<file path="config.mk">
export PLATFORM = sky130hd
export DESIGN_NAME = tcc_top
export DESIGN_NICKNAME = d
export VERILOG_FILES = /design/src/design/tcc_pkg.sv /design/src/design/tcc_top.sv /design/src/design/tcc_flags.sv /design/src/design/tcc_chan_out.sv
export SDC_FILE = /design/constraint.sdc
export NUM_CORES = 1
export LEC_CHECK = 0
export ABC_AREA = 1
export BUFFER_PORTS_ARGS = -buffer_cell sky130_fd_sc_hd__buf_2
export CORE_ASPECT_RATIO = 2
export CORE_UTILIZATION = 53
export CTS_CLUSTER_SIZE = 14
export DETAILED_ROUTE_END_ITERATION = 10
export PLACE_DENSITY_LB_ADDON = 0.12
export SYNTH_ARGS = -nofsm -noshare
export SYNTH_HDL_FRONTEND = slang
export SYNTH_SLANG_ARGS = --single-unit
</file>
<file path="constraint.sdc">
create_clock -name hclk -period 2.1 [get_ports hclk]
set_clock_uncertainty 0.1 [all_clocks]
set_input_delay 0.315 -clock hclk [delete_from_list [all_inputs] [get_ports hclk]]
set_output_delay 0.315 -clock hclk [all_outputs]
set_load 0.005 [all_outputs]
</file>
<file path="src/design/tcc_pkg.sv">
package tcc_pkg;

    localparam int unsigned NUM_CH = 4;

    // subregister selector values and subaddresses
    localparam logic [1:0] SUBREG_CTL    = 2'h2;
    localparam logic [1:0] SUBREG_STAT   = 2'h1;
    localparam logic [7:0] SUBADDR_STAT  = 8'h01;
    localparam logic [7:0] SUBADDR_CH_A  = 8'h02;
    localparam logic [7:0] SUBADDR_CH_D  = 8'h05;

    // bus byte offsets
    localparam logic [7:0] OFF_SUBADDR   = 8'h00;
    localparam logic [7:0] OFF_SUBREG    = 8'h04;
    localparam logic [7:0] OFF_DATA      = 8'h08;
    localparam logic [7:0] OFF_TCTL1     = 8'h0c;
    localparam logic [7:0] OFF_IRQ_STAT  = 8'h10;
    localparam logic [7:0] OFF_IRQ_MASK  = 8'h14;

    // field positions of a channel control register and the TCTL1 run bit
    localparam int unsigned CTL_ON_BIT   = 7;
    localparam int unsigned CTL_POL_BIT  = 6;
    localparam int unsigned CTL_IRQ_BIT  = 5;
    localparam int unsigned CTL_UPD_BIT  = 4;
    localparam int unsigned CTL_RSV_BIT  = 3;
    localparam int unsigned TCTL1_RUN_BIT = 7;

    localparam logic [7:0] CTL_RESET     = 8'h00;
    localparam logic [7:0] CTL_WR_MASK   = 8'hf7;
    localparam logic [7:0] TCTL1_RESET   = 8'h00;
    localparam logic [3:0] FLAG_RESET    = 4'h0;

    typedef enum logic [2:0] {
        TCC_OP_ONESHOT = 3'b000,
        TCC_OP_CONT    = 3'b001,
        TCC_OP_PWM     = 3'b010,
        TCC_OP_CAPTURE = 3'b011
    } tcc_op_e;

    typedef struct packed {
        logic       channel_on;
        logic       channel_polarity;
        logic       channel_irq_on;
        logic       compare_update_direct;
        logic       reserved;
        logic [2:0] channel_op_select;
    } tcc_ctl_s;

    typedef struct packed {
        logic        valid;
        logic        write;
        logic [7:0]  addr;
    } tcc_req_s;

endpackage

</file>
<file path="src/design/tcc_top.sv">
// Overview of operation
// - four sticky event flags, bits three to zero
// - writing one clears the event flag
// - flags set regardless of interrupt enable
// - flags forced zero while timer stopped
// - control layout: on, pol, irq, upd, mode
// - control registers at subaddress two to five
// - enable bit turns the channel off/on; here it gates chan_out only, chan_irq and the flags ignore it
// - polarity meaning follows the channel mode
// - disabled compare output equals polarity
// - one-shot output inverts one clock on match
// - continuous compare toggles on each match
// - mode codes: oneshot, cont, pwm, capture
// - channel interrupt only when irq enabled
// - compare writes buffered unless direct or stopped
//
// The implementer's own choice: the AHB-Lite interface to the registers.
`timescale 1ns/1ps
module tcc_top #(
    parameter int unsigned N_CH  = 4,
    parameter int unsigned CMP_W = 16
) (
    // ahb-lite clock and reset
    input  wire logic              hclk,
    input  wire logic              hresetn,
    // ahb-lite slave
    input  wire logic              hsel,
    input  wire logic [31:0]       haddr,
    input  wire logic [1:0]        htrans,
    input  wire logic              hwrite,
    input  wire logic [2:0]        hsize,
    input  wire logic [31:0]       hwdata,
    input  wire logic              hready,
    output logic      [31:0]       hrdata,
    output logic                   hreadyout,
    output logic                   hresp,
    // timer core side
    input  wire logic [N_CH-1:0]   cc_event,
    input  wire logic [N_CH-1:0]   cmp_match,
    input  wire logic              end_of_count,
    input  wire logic [N_CH*CMP_W-1:0] cmp_wr_data,
    input  wire logic [N_CH-1:0]   cmp_wr,
    output logic      [N_CH*CMP_W-1:0] cmp_value,
    output logic                   timer_run,
    output logic      [N_CH-1:0]   chan_out,
    output logic      [N_CH-1:0]   chan_irq,
    // interrupt
    output logic                   irq
);
    if (N_CH != tcc_pkg::NUM_CH) begin : g_bad_ch
        $error("tcc_top supports four channels only");
    end
    if (CMP_W < 1 || CMP_W > 32) begin : g_bad_w
        $error("tcc_top compare width out of range");
    end

    tcc_pkg::tcc_req_s req_q;
    logic [7:0]        subaddr_q;
    logic [1:0]        subreg_q;
    logic [7:0]        tctl1_q;
    tcc_pkg::tcc_ctl_s ctl_q [N_CH];
    logic [N_CH-1:0]   flags;
    logic [N_CH-1:0]   clr;
    logic [N_CH-1:0]   irq_stat_q;
    logic [N_CH-1:0]   irq_mask_q;
    logic [CMP_W-1:0]  cmp_q [N_CH];
    logic [CMP_W-1:0]  cmp_pend_q [N_CH];
    logic [N_CH-1:0]   pend_q;
    logic              wr_en;
    logic              rd_stat;
    logic              data_wr;
    logic              data_rd;
    logic [31:0]       rdata_d;
    logic [N_CH-1:0]   irq_ev;

    function automatic logic is_ctl(input logic [7:0] sa,
                                    input logic [1:0] sr);
        is_ctl = (sr == tcc_pkg::SUBREG_CTL)
                 && (sa >= tcc_pkg::SUBADDR_CH_A)
                 && (sa <= tcc_pkg::SUBADDR_CH_D);
    endfunction

    function automatic logic [1:0] ctl_idx(input logic [7:0] sa);
        logic [7:0] d;
        d = sa - tcc_pkg::SUBADDR_CH_A;
        ctl_idx = d[1:0];
    endfunction

    // address phase capture; the slave never stalls
    always_ff @(posedge hclk or negedge hresetn) begin
        if (!hresetn) begin
            req_q <= '0;
        end else if (hready) begin
            req_q.valid <= hsel && htrans[1];
            req_q.write <= hwrite;
            req_q.addr  <= haddr[7:0];
        end
    end

    assign hreadyout = 1'b1;
    assign hresp     = 1'b0;
    assign wr_en     = req_q.valid && req_q.write;
    assign data_wr   = wr_en && (req_q.addr == tcc_pkg::OFF_DATA);
    assign data_rd   = req_q.valid && !req_q.write
                       && (req_q.addr == tcc_pkg::OFF_DATA);
    assign rd_stat   = req_q.valid && !req_q.write
                       && (req_q.addr == tcc_pkg::OFF_IRQ_STAT);

    always_ff @(posedge hclk or negedge hresetn) begin
        if (!hresetn) begin
            subaddr_q <= 8'h00;
            subreg_q  <= 2'h0;
            tctl1_q   <= tcc_pkg::TCTL1_RESET;
            irq_mask_q <= '0;
        end else if (wr_en) begin
            case (req_q.addr)
                tcc_pkg::OFF_SUBADDR:  subaddr_q  <= hwdata[7:0];
                tcc_pkg::OFF_SUBREG:   subreg_q   <= hwdata[1:0];
                tcc_pkg::OFF_TCTL1:    tctl1_q    <= hwdata[7:0];
                tcc_pkg::OFF_IRQ_MASK: irq_mask_q <= hwdata[N_CH-1:0];
                default: begin
                end
            endcase
        end
    end
    assign timer_run = tctl1_q[tcc_pkg::TCTL1_RUN_BIT];

    // channel control registers through the subaddress window
    always_ff @(posedge hclk or negedge hresetn) begin
        if (!hresetn) begin
            for (int i = 0; i < N_CH; i++) begin
                ctl_q[i] <= tcc_pkg::CTL_RESET;
            end
        end else if (data_wr && is_ctl(subaddr_q, subreg_q)) begin
            // reserved bit three stays zero
            ctl_q[ctl_idx(subaddr_q)] <= hwdata[7:0] & tcc_pkg::CTL_WR_MASK;
        end
    end

    // write-one-to-clear of the event flags
    always_comb begin
        clr = '0;
        if (data_wr && subreg_q == tcc_pkg::SUBREG_STAT
            && subaddr_q == tcc_pkg::SUBADDR_STAT) begin
            clr = hwdata[N_CH-1:0];
        end
    end

    // irq enable is deliberately not an input here
    tcc_flags #(
        .N (N_CH)
    ) u_flags (
        .hclk               (hclk),
        .hresetn            (hresetn),
        .timer_run          (timer_run),
        .event_in           (cc_event),
        .clear_in           (clr),
        .channel_event_flag (flags)
    );

    genvar g;
    generate
        for (g = 0; g < N_CH; g++) begin : g_ch
            tcc_chan_out u_out (
                .hclk     (hclk),
                .hresetn  (hresetn),
                .ctl      (ctl_q[g]),
                .match    (cmp_match[g]),
                .chan_out (chan_out[g])
            );
            assign irq_ev[g] = cc_event[g]
                               && ctl_q[g].channel_irq_on;
            assign cmp_value[g*CMP_W +: CMP_W] = cmp_q[g];
        end
    endgenerate

    // compare value buffering
    always_ff @(posedge hclk or negedge hresetn) begin
        if (!hresetn) begin
            for (int i = 0; i < N_CH; i++) begin
                cmp_q[i]      <= '0;
                cmp_pend_q[i] <= '0;
            end
            pend_q <= '0;
        end else begin
            for (int i = 0; i < N_CH; i++) begin
                if (cmp_wr[i]) begin
                    if (!timer_run || ctl_q[i].compare_update_direct) begin
                        cmp_q[i]  <= cmp_wr_data[i*CMP_W +: CMP_W];
                        pend_q[i] <= 1'b0;
                    end else begin
                        cmp_pend_q[i] <= cmp_wr_data[i*CMP_W +: CMP_W];
                        pend_q[i]     <= 1'b1;
                    end
                end else if (end_of_count && pend_q[i]) begin
                    cmp_q[i]  <= cmp_pend_q[i];
                    pend_q[i] <= 1'b0;
                end
            end
        end
    end

    // channel interrupt pulses and sticky status; event beats read-clear
    always_ff @(posedge hclk or negedge hresetn) begin
        if (!hresetn) begin
            chan_irq   <= '0;
            irq_stat_q <= '0;
        end else begin
            chan_irq   <= irq_ev;
            irq_stat_q <= (rd_stat ? '0 : irq_stat_q) | irq_ev;
        end
    end
    assign irq = |(irq_stat_q & irq_mask_q);

    // read mux
    always_comb begin
        rdata_d = 32'h0000_0000;
        if (req_q.valid && !req_q.write) begin
            case (req_q.addr)
                tcc_pkg::OFF_SUBADDR:  rdata_d[7:0] = subaddr_q;
                tcc_pkg::OFF_SUBREG:   rdata_d[1:0] = subreg_q;
                tcc_pkg::OFF_TCTL1:    rdata_d[7:0] = tctl1_q;
                tcc_pkg::OFF_IRQ_STAT: rdata_d[N_CH-1:0] = irq_stat_q;
                tcc_pkg::OFF_IRQ_MASK: rdata_d[N_CH-1:0] = irq_mask_q;
                tcc_pkg::OFF_DATA: begin
                    if (is_ctl(subaddr_q, subreg_q)) begin
                        rdata_d[7:0] = ctl_q[ctl_idx(subaddr_q)];
                    end else if (subreg_q == tcc_pkg::SUBREG_STAT
                                 && subaddr_q == tcc_pkg::SUBADDR_STAT) begin
                        rdata_d[N_CH-1:0] = flags;
                    end
                end
                default: begin
                end
            endcase
        end
    end
    // combinational read data in the data phase; no stall needed
    assign hrdata = rdata_d;

    property p_irq_gate;
        @(posedge hclk) disable iff (!hresetn)
        cc_event[0] && !ctl_q[0].channel_irq_on |=> !chan_irq[0];
    endproperty
    a_irq_gate: assert property (p_irq_gate)
        else $error("irq raised while disabled");

    property p_irq_on;
        @(posedge hclk) disable iff (!hresetn)
        cc_event[1] && ctl_q[1].channel_irq_on |=> chan_irq[1];
    endproperty
    a_irq_on: assert property (p_irq_on)
        else $error("irq missing");

    property p_rsv;
        @(posedge hclk) disable iff (!hresetn)
        ctl_q[1].reserved == 1'b0;
    endproperty
    a_rsv: assert property (p_rsv)
        else $error("reserved bit set");

    property p_buf;
        @(posedge hclk) disable iff (!hresetn)
        cmp_wr[2] && timer_run && !ctl_q[2].compare_update_direct
            |=> $stable(cmp_q[2]) && pend_q[2];
    endproperty
    a_buf: assert property (p_buf)
        else $error("buffered compare write applied early");

    property p_direct;
        @(posedge hclk) disable iff (!hresetn)
        cmp_wr[3] && (!timer_run || ctl_q[3].compare_update_direct)
            |=> cmp_q[3] == $past(cmp_wr_data[3*CMP_W +: CMP_W]);
    endproperty
    a_direct: assert property (p_direct)
        else $error("direct compare write not applied");

    property p_load;
        @(posedge hclk) disable iff (!hresetn)
        end_of_count && pend_q[2] && !cmp_wr[2]
            |=> cmp_q[2] == $past(cmp_pend_q[2]) && !pend_q[2];
    endproperty
    a_load: assert property (p_load)
        else $error("pending compare not loaded at end of count");

    // a status bit may only drop through a read of the status word
    property p_stat_sticky;
        @(posedge hclk) disable iff (!hresetn)
        !rd_stat |=> (irq_stat_q & $past(irq_stat_q)) == $past(irq_stat_q);
    endproperty
    a_stat_sticky: assert property (p_stat_sticky)
        else $error("irq status lost without a read");

    property p_rd_clear;
        @(posedge hclk) disable iff (!hresetn)
        rd_stat && (irq_ev == '0) |=> irq_stat_q == '0;
    endproperty
    a_rd_clear: assert property (p_rd_clear)
        else $error("irq status not cleared by read");

    property p_ctl_wr;
        @(posedge hclk) disable iff (!hresetn)
        data_wr && subreg_q == tcc_pkg::SUBREG_CTL
            && subaddr_q == tcc_pkg::SUBADDR_CH_A
            |=> ctl_q[0] == $past(hwdata[7:0] & tcc_pkg::CTL_WR_MASK);
    endproperty
    a_ctl_wr: assert property (p_ctl_wr)
        else $error("channel control write not stored");

    c_irq: cover property (@(posedge hclk) disable iff (!hresetn) irq);
    c_load: cover property (@(posedge hclk) disable iff (!hresetn)
        end_of_count && pend_q != '0);
    c_clr: cover property (@(posedge hclk) disable iff (!hresetn)
        clr != '0 && flags != '0);
endmodule

</file>
<file path="src/design/tcc_flags.sv">
`timescale 1ns/1ps
module tcc_flags #(
    parameter int unsigned N = 4
) (
    // clock and reset
    input  wire logic         hclk,
    input  wire logic         hresetn,
    // control
    input  wire logic         timer_run,
    input  wire logic [N-1:0] event_in,
    input  wire logic [N-1:0] clear_in,
    // flags
    output logic      [N-1:0] channel_event_flag
);
    logic [N-1:0] flag_q;

    // a new event beats a clear in the same cycle
    always_ff @(posedge hclk or negedge hresetn) begin
        if (!hresetn) begin
            flag_q <= '0;
        end else if (!timer_run) begin
            flag_q <= '0;
        end else begin
            flag_q <= (flag_q & ~clear_in) | event_in;
        end
    end
    assign channel_event_flag = flag_q;

    property p_run_clear;
        @(posedge hclk) disable iff (!hresetn)
        !timer_run |=> flag_q == '0;
    endproperty
    a_run_clear: assert property (p_run_clear)
        else $error("flags not cleared while stopped");

    property p_set_wins;
        @(posedge hclk) disable iff (!hresetn)
        timer_run && (event_in != '0) |=> (flag_q & $past(event_in))
            == $past(event_in);
    endproperty
    a_set_wins: assert property (p_set_wins)
        else $error("event lost");

    property p_clear;
        @(posedge hclk) disable iff (!hresetn)
        timer_run && (clear_in != '0) && (event_in == '0) |=>
            (flag_q & $past(clear_in)) == '0;
    endproperty
    a_clear: assert property (p_clear)
        else $error("write one did not clear flag");

    property p_hold;
        @(posedge hclk) disable iff (!hresetn)
        timer_run && $past(timer_run) && (event_in == '0)
            && (clear_in == '0) |=> flag_q == $past(flag_q);
    endproperty
    a_hold: assert property (p_hold)
        else $error("flag changed without cause");

    c_set: cover property (@(posedge hclk) disable iff (!hresetn)
        flag_q != '0);
endmodule

</file>
<file path="src/design/tcc_chan_out.sv">
`timescale 1ns/1ps
module tcc_chan_out (
    // clock and reset
    input  wire logic            hclk,
    input  wire logic            hresetn,
    // control
    input  wire tcc_pkg::tcc_ctl_s ctl,
    input  wire logic            match,
    // output
    output logic                 chan_out
);
    logic out_q;
    logic on;
    logic pol;
    logic is_cmp;

    assign on     = ctl.channel_on;
    assign pol    = ctl.channel_polarity;
    // polarity meaning depends on the mode
    assign is_cmp = (ctl.channel_op_select == tcc_pkg::TCC_OP_ONESHOT) ||
                    (ctl.channel_op_select == tcc_pkg::TCC_OP_CONT);

    always_ff @(posedge hclk or negedge hresetn) begin
        if (!hresetn) begin
            out_q <= 1'b0;
        end else if (!on) begin
            // pwm and capture idle low; compare idles at polarity
            out_q <= is_cmp ? pol : 1'b0;
        end else begin
            case (ctl.channel_op_select)
                tcc_pkg::TCC_OP_ONESHOT: begin
                    out_q <= match ? ~pol : pol;
                end
                tcc_pkg::TCC_OP_CONT: begin
                    out_q <= match ? ~out_q : out_q;
                end
                default: begin
                    out_q <= out_q;
                end
            endcase
        end
    end
    assign chan_out = out_q;

    property p_idle;
        @(posedge hclk) disable iff (!hresetn)
        !on && is_cmp |=> out_q == $past(pol);
    endproperty
    a_idle: assert property (p_idle)
        else $error("disabled compare output not at polarity");

    property p_pulse;
        @(posedge hclk) disable iff (!hresetn)
        on && ctl.channel_op_select == tcc_pkg::TCC_OP_ONESHOT && match
            && $stable(ctl) ##1 !match && $stable(ctl) |=>
            $past(out_q) != $past(pol) ##0 out_q == $past(pol);
    endproperty
    a_pulse: assert property (p_pulse)
        else $error("one-shot pulse not one cycle");

    property p_toggle;
        @(posedge hclk) disable iff (!hresetn)
        on && ctl.channel_op_select == tcc_pkg::TCC_OP_CONT && match
            |=> out_q != $past(out_q);
    endproperty
    a_toggle: assert property (p_toggle)
        else $error("continuous compare did not toggle");

    c_toggle: cover property (@(posedge hclk) disable iff (!hresetn)
        on && match && ctl.channel_op_select == tcc_pkg::TCC_OP_CONT);
endmodule

</file>
==> flow_results.xml <==
<?xml version="1.0" encoding="UTF-8"?>
<metrics>
  <group name="synth">
    <metric name="synth_seq_cells" unit="">208</metric>
    <metric name="dominantRegCellSynth" unit="">sky130_fd_sc_hd__dfrtp_1</metric>
    <metric name="synth_commonest_cells" unit="">sky130_fd_sc_hd__nand2_1, sky130_fd_sc_hd__dfrtp_1, sky130_fd_sc_hd__nor2_1</metric>
    <metric name="ys_top_cells_by_area" unit="">sky130_fd_sc_hd__dfrtp_1, sky130_fd_sc_hd__nand2_1, sky130_fd_sc_hd__nor2_1</metric>
    <metric name="synth_enable_flop_cells" unit="">0</metric>
    <metric name="yosys_warnings" unit="">0</metric>
    <metric name="netlist_area_before_placement" unit="mm2">0.00950</metric>
    <metric name="syn_inst" unit="">1163</metric>
    <metric name="async_flop_share" unit="%">100</metric>
    <metric name="seq_area_frac_synth" unit="%">54.8</metric>
    <metric name="most_instantiated_library_cell_after_synthesis" unit="">sky130_fd_sc_hd__nand2_1</metric>
    <metric name="post-synth-top-area-fraction" unit="%">54.8</metric>
    <metric name="yosys.cell_types.count" unit="">35</metric>
    <metric name="synth_top_area_cell" unit="">sky130_fd_sc_hd__dfrtp_1</metric>
    <metric name="mean_area_per_synthesized_cell" unit="um2">8.17</metric>
  </group>
  <group name="cells_and_area">
    <metric name="final_net_count" unit="">1582</metric>
    <metric name="postLayoutCellArea" unit="mm2">0.0122</metric>
    <metric name="stdcell_count" unit="">1650</metric>
    <metric name="fillCellCount" unit="">1449</metric>
    <metric name="layout-area-overhead-vs-synth" unit="%">28.0</metric>
    <metric name="finalCoreUtilization" unit="%">70.1</metric>
    <metric name="post_route_cells_drive_above_1_share" unit="%">22.2</metric>
  </group>
  <group name="sta">
    <metric name="final_layout_setup_total_negative_slack" unit="ns">-3.00</metric>
    <metric name="fin_ws" unit="ns">-0.422</metric>
    <metric name="finalHoldViolations" unit="">0</metric>
    <metric name="rsz_0062_raised_after_global_routing" unit="">true</metric>
    <metric name="fmax" unit="MHz">397</metric>
    <metric name="maxSlewViolCount" unit="">0</metric>
    <metric name="timing.final.crit_period" unit="ns">2.52</metric>
    <metric name="slew-limit-headroom" unit="%">54.6</metric>
    <metric name="final-setup-viol-count" unit="">8</metric>
    <metric name="final.period_utilization" unit="%">120</metric>
    <metric name="timing_worst_slew_pin_value" unit="ns">0.680</metric>
  </group>
  <group name="clock_network">
    <metric name="ctsHtreeMaxLevel" unit="">1</metric>
    <metric name="max-clock-path-buffers" unit="">3</metric>
    <metric name="cts_inserted_buffers" unit="">19</metric>
    <metric name="cts_sinks" unit="">208</metric>
    <metric name="tritoncts" unit="">yes</metric>
    <metric name="clock_insertion_delay_worst_skew" unit="ns">0.50</metric>
    <metric name="clk_transition_reported_paths" unit="ns">0.06</metric>
    <metric name="cts-root-buf" unit="">sky130_fd_sc_hd__clkbuf_16</metric>
  </group>
  <group name="grt">
    <metric name="pin_count_of_the_biggest_net_entering_global_routing" unit="">53</metric>
    <metric name="grt_pass1_vias" unit="">8608</metric>
    <metric name="global_route_wire_length_before_repair" unit="um">40900</metric>
    <metric name="global_route.overflow_total" unit="">0</metric>
    <metric name="grt_antenna_before_repair" unit="">1</metric>
    <metric name="global_route.usage.total" unit="%">27.2</metric>
  </group>
  <group name="pwr">
    <metric name="cellLeakagePower" unit="nW">6.30</metric>
    <metric name="vdd_drop_max" unit="uV">808</metric>
    <metric name="pwr_density_cell" unit="mW/mm2">722</metric>
    <metric name="final_power" unit="mW">8.79</metric>
  </group>
  <group name="die">
    <metric name="placement_rows" unit="">68</metric>
    <metric name="die_h" unit="um">191</metric>
    <metric name="io-pin-count" unit="">259</metric>
    <metric name="die_x" unit="um">96.7</metric>
    <metric name="core_region_area" unit="mm2">0.0174</metric>
    <metric name="floorplan.initialDensity" unit="%">54.7</metric>
    <metric name="die-area" unit="mm2">0.0185</metric>
  </group>
  <group name="drt">
    <metric name="routed_wirelength" unit="um">25100</metric>
    <metric name="viasPerCell" unit="">5.23</metric>
    <metric name="detailedRoute.firstPassIterationCount" unit="">5</metric>
    <metric name="drt_first_iter_violations" unit="">356</metric>
    <metric name="detail_route.drc_violations" unit="">0</metric>
    <metric name="remaining_number_of_nets_flagged_by_the_antenna_check_after_routing" unit="">0</metric>
    <metric name="num_vias" unit="">8622</metric>
    <metric name="routedWlPerCell" unit="um">15.2</metric>
  </group>
  <group name="placement">
    <metric name="numPortBuffers" unit="">180</metric>
    <metric name="place_congestion" unit="">0.912</metric>
    <metric name="detailed_place_hpwl" unit="um">17300</metric>
    <metric name="placedInstanceArea" unit="mm2">0.0107</metric>
    <metric name="post-place-cells" unit="">1543</metric>
  </group>
  <group name="critical_path">
    <metric name="timing.critical_path.arrival" unit="ns">2.11</metric>
    <metric name="timing.critical_path.required" unit="ns">1.68</metric>
    <metric name="kind_of_end_point_of_the_critical_path" unit="">output pin</metric>
    <metric name="critPathLaunchType" unit="">register</metric>
    <metric name="timing_worst_setup_path_type" unit="">reg -&gt; out</metric>
    <metric name="path_max_fanout" unit="">6</metric>
  </group>
  <group name="run_status">
    <metric name="failing_checks" unit="">negative setup slack</metric>
    <metric name="result_of_the_run" unit="">finished with violations</metric>
  </group>
  <group name="min_path">
    <metric name="holdCritPathClass" unit="">in -&gt; reg</metric>
  </group>
  <group name="job">
    <metric name="cap_viol_max_count" unit="">0</metric>
  </group>
</metrics>
## worst paths after layout
check,start,end,slack (ns),cells after the start
worst max-delay path,req_q[7],hrdata[1],-0.42,11
worst min-delay path,cmp_wr_data[25],cmp_pend_q[41],0.01,3
worst max register to register,req_q[7],ctl_q[9],0.08,11
worst min register to register,cmp_pend_q[10],cmp_pend_q[10],0.37,2
max in group asynchronous,hresetn,cmp_pend_q[24],1.05,3
min in group asynchronous,hresetn,cmp_value[19],0.24,2
## metrics by stage
stage | setup slack, ns | hold slack [ns]
after floorplan | 0.344 | -0.0806
after global placement | -0.00799 | 0.205
after detailed placement | 0.00860 | 0.205
after CTS | -0.427 | 0.00153
after global routing | -0.523 | 0.0137
final | -0.422 | 0.0129
## routing by layer
metal	global-route usage [%]	share of wire [%]	up-vias
li1	-	-	4212
met1	30.6	38	4014
met2	49.2	52	297
met3	3.44	4.3	99
met4	16.0	5.6	0
met5	0	0	-
## power by group
group	switching (mW)	internal, mW	total (mW)
registers	0.154	4.25	4.40
logic	0.622	0.473	1.10
clock network	1.46	1.83	3.29
## state kept, by name, indices dropped and copies added, names as in the netlist, 4 cells and up
name	cells
irq_mask_q	4
subaddr_q	8
u_flags.channel_event_flag	4
g_ch.u_out.chan_out	4
cmp_value	64
chan_irq	4
irq_stat_q	4
ctl_q	28
req_q	10
cmp_pend_q	64
pend_q	4
tctl1_q	8
## layout by cell type, fill, tap and decap left out, types with 20 or more instances in the layout
cell type                         n
sky130_fd_sc_hd__nand2_1        423
sky130_fd_sc_hd__dfrtp_1        207
sky130_fd_sc_hd__buf_2          179
sky130_fd_sc_hd__nor2_1          96
sky130_fd_sc_hd__o21ai_0         76
sky130_fd_sc_hd__dlygate4sd3_1   70
sky130_fd_sc_hd__inv_1           68
sky130_fd_sc_hd__a31oi_1         52
sky130_fd_sc_hd__buf_4           37
sky130_fd_sc_hd__a21oi_1         29
sky130_fd_sc_hd__nand3_1         26
sky130_fd_sc_hd__conb_1          26
sky130_fd_sc_hd__o21ai_1         20
## logic make-up after synthesis
kind of cell	count (synthesis)	share of synthesized area [%]
buf+inv	154	7.65
flops	208	54.8
xor+xnor	2	0.184
compound gates	207	12.4
simple gates	590	24.9
other cells	2	0.0790
## cell type report
cell class	count	area (um2)	area share, %
Sequential cell	208	5210	42.8
Tap cell	210	263	2.16
Timing Repair Buffer	295	2000	16.5
Clock buffer	27	556	4.57
Inverter	81	304	2.50
Multi-Input combinational cell	826	3810	31.4
Clock inverter	2	13.8	0.113
Antenna cell	1	2.50	0.0206
## worst max-delay path: stages, from the launching register on
cell	delay, ns
sky130_fd_sc_hd__dfrtp_1	0.39
sky130_fd_sc_hd__nor2_2	0.16
sky130_fd_sc_hd__nand3_2	0.16
sky130_fd_sc_hd__nor2_4	0.15
sky130_fd_sc_hd__inv_2	0.08
sky130_fd_sc_hd__nor2_4	0.11
sky130_fd_sc_hd__buf_6	0.12
sky130_fd_sc_hd__nand2_4	0.04
sky130_fd_sc_hd__o21ai_2	0.05
sky130_fd_sc_hd__nor2_1	0.05
sky130_fd_sc_hd__nor2_1	0.16
sky130_fd_sc_hd__buf_2	0.15
## repair_timing
item                                    in CTS  in global routing
hold endpoints to repair                   166                  0
endpoints found under the setup margin       8                 60
gates cloned                                 0                  1
hold buffers                                70                  0
setup buffers                                3                  4
gates resized for setup                     12                 35
pin swaps                                    4                 16
(Power assumes the default switching activity.)
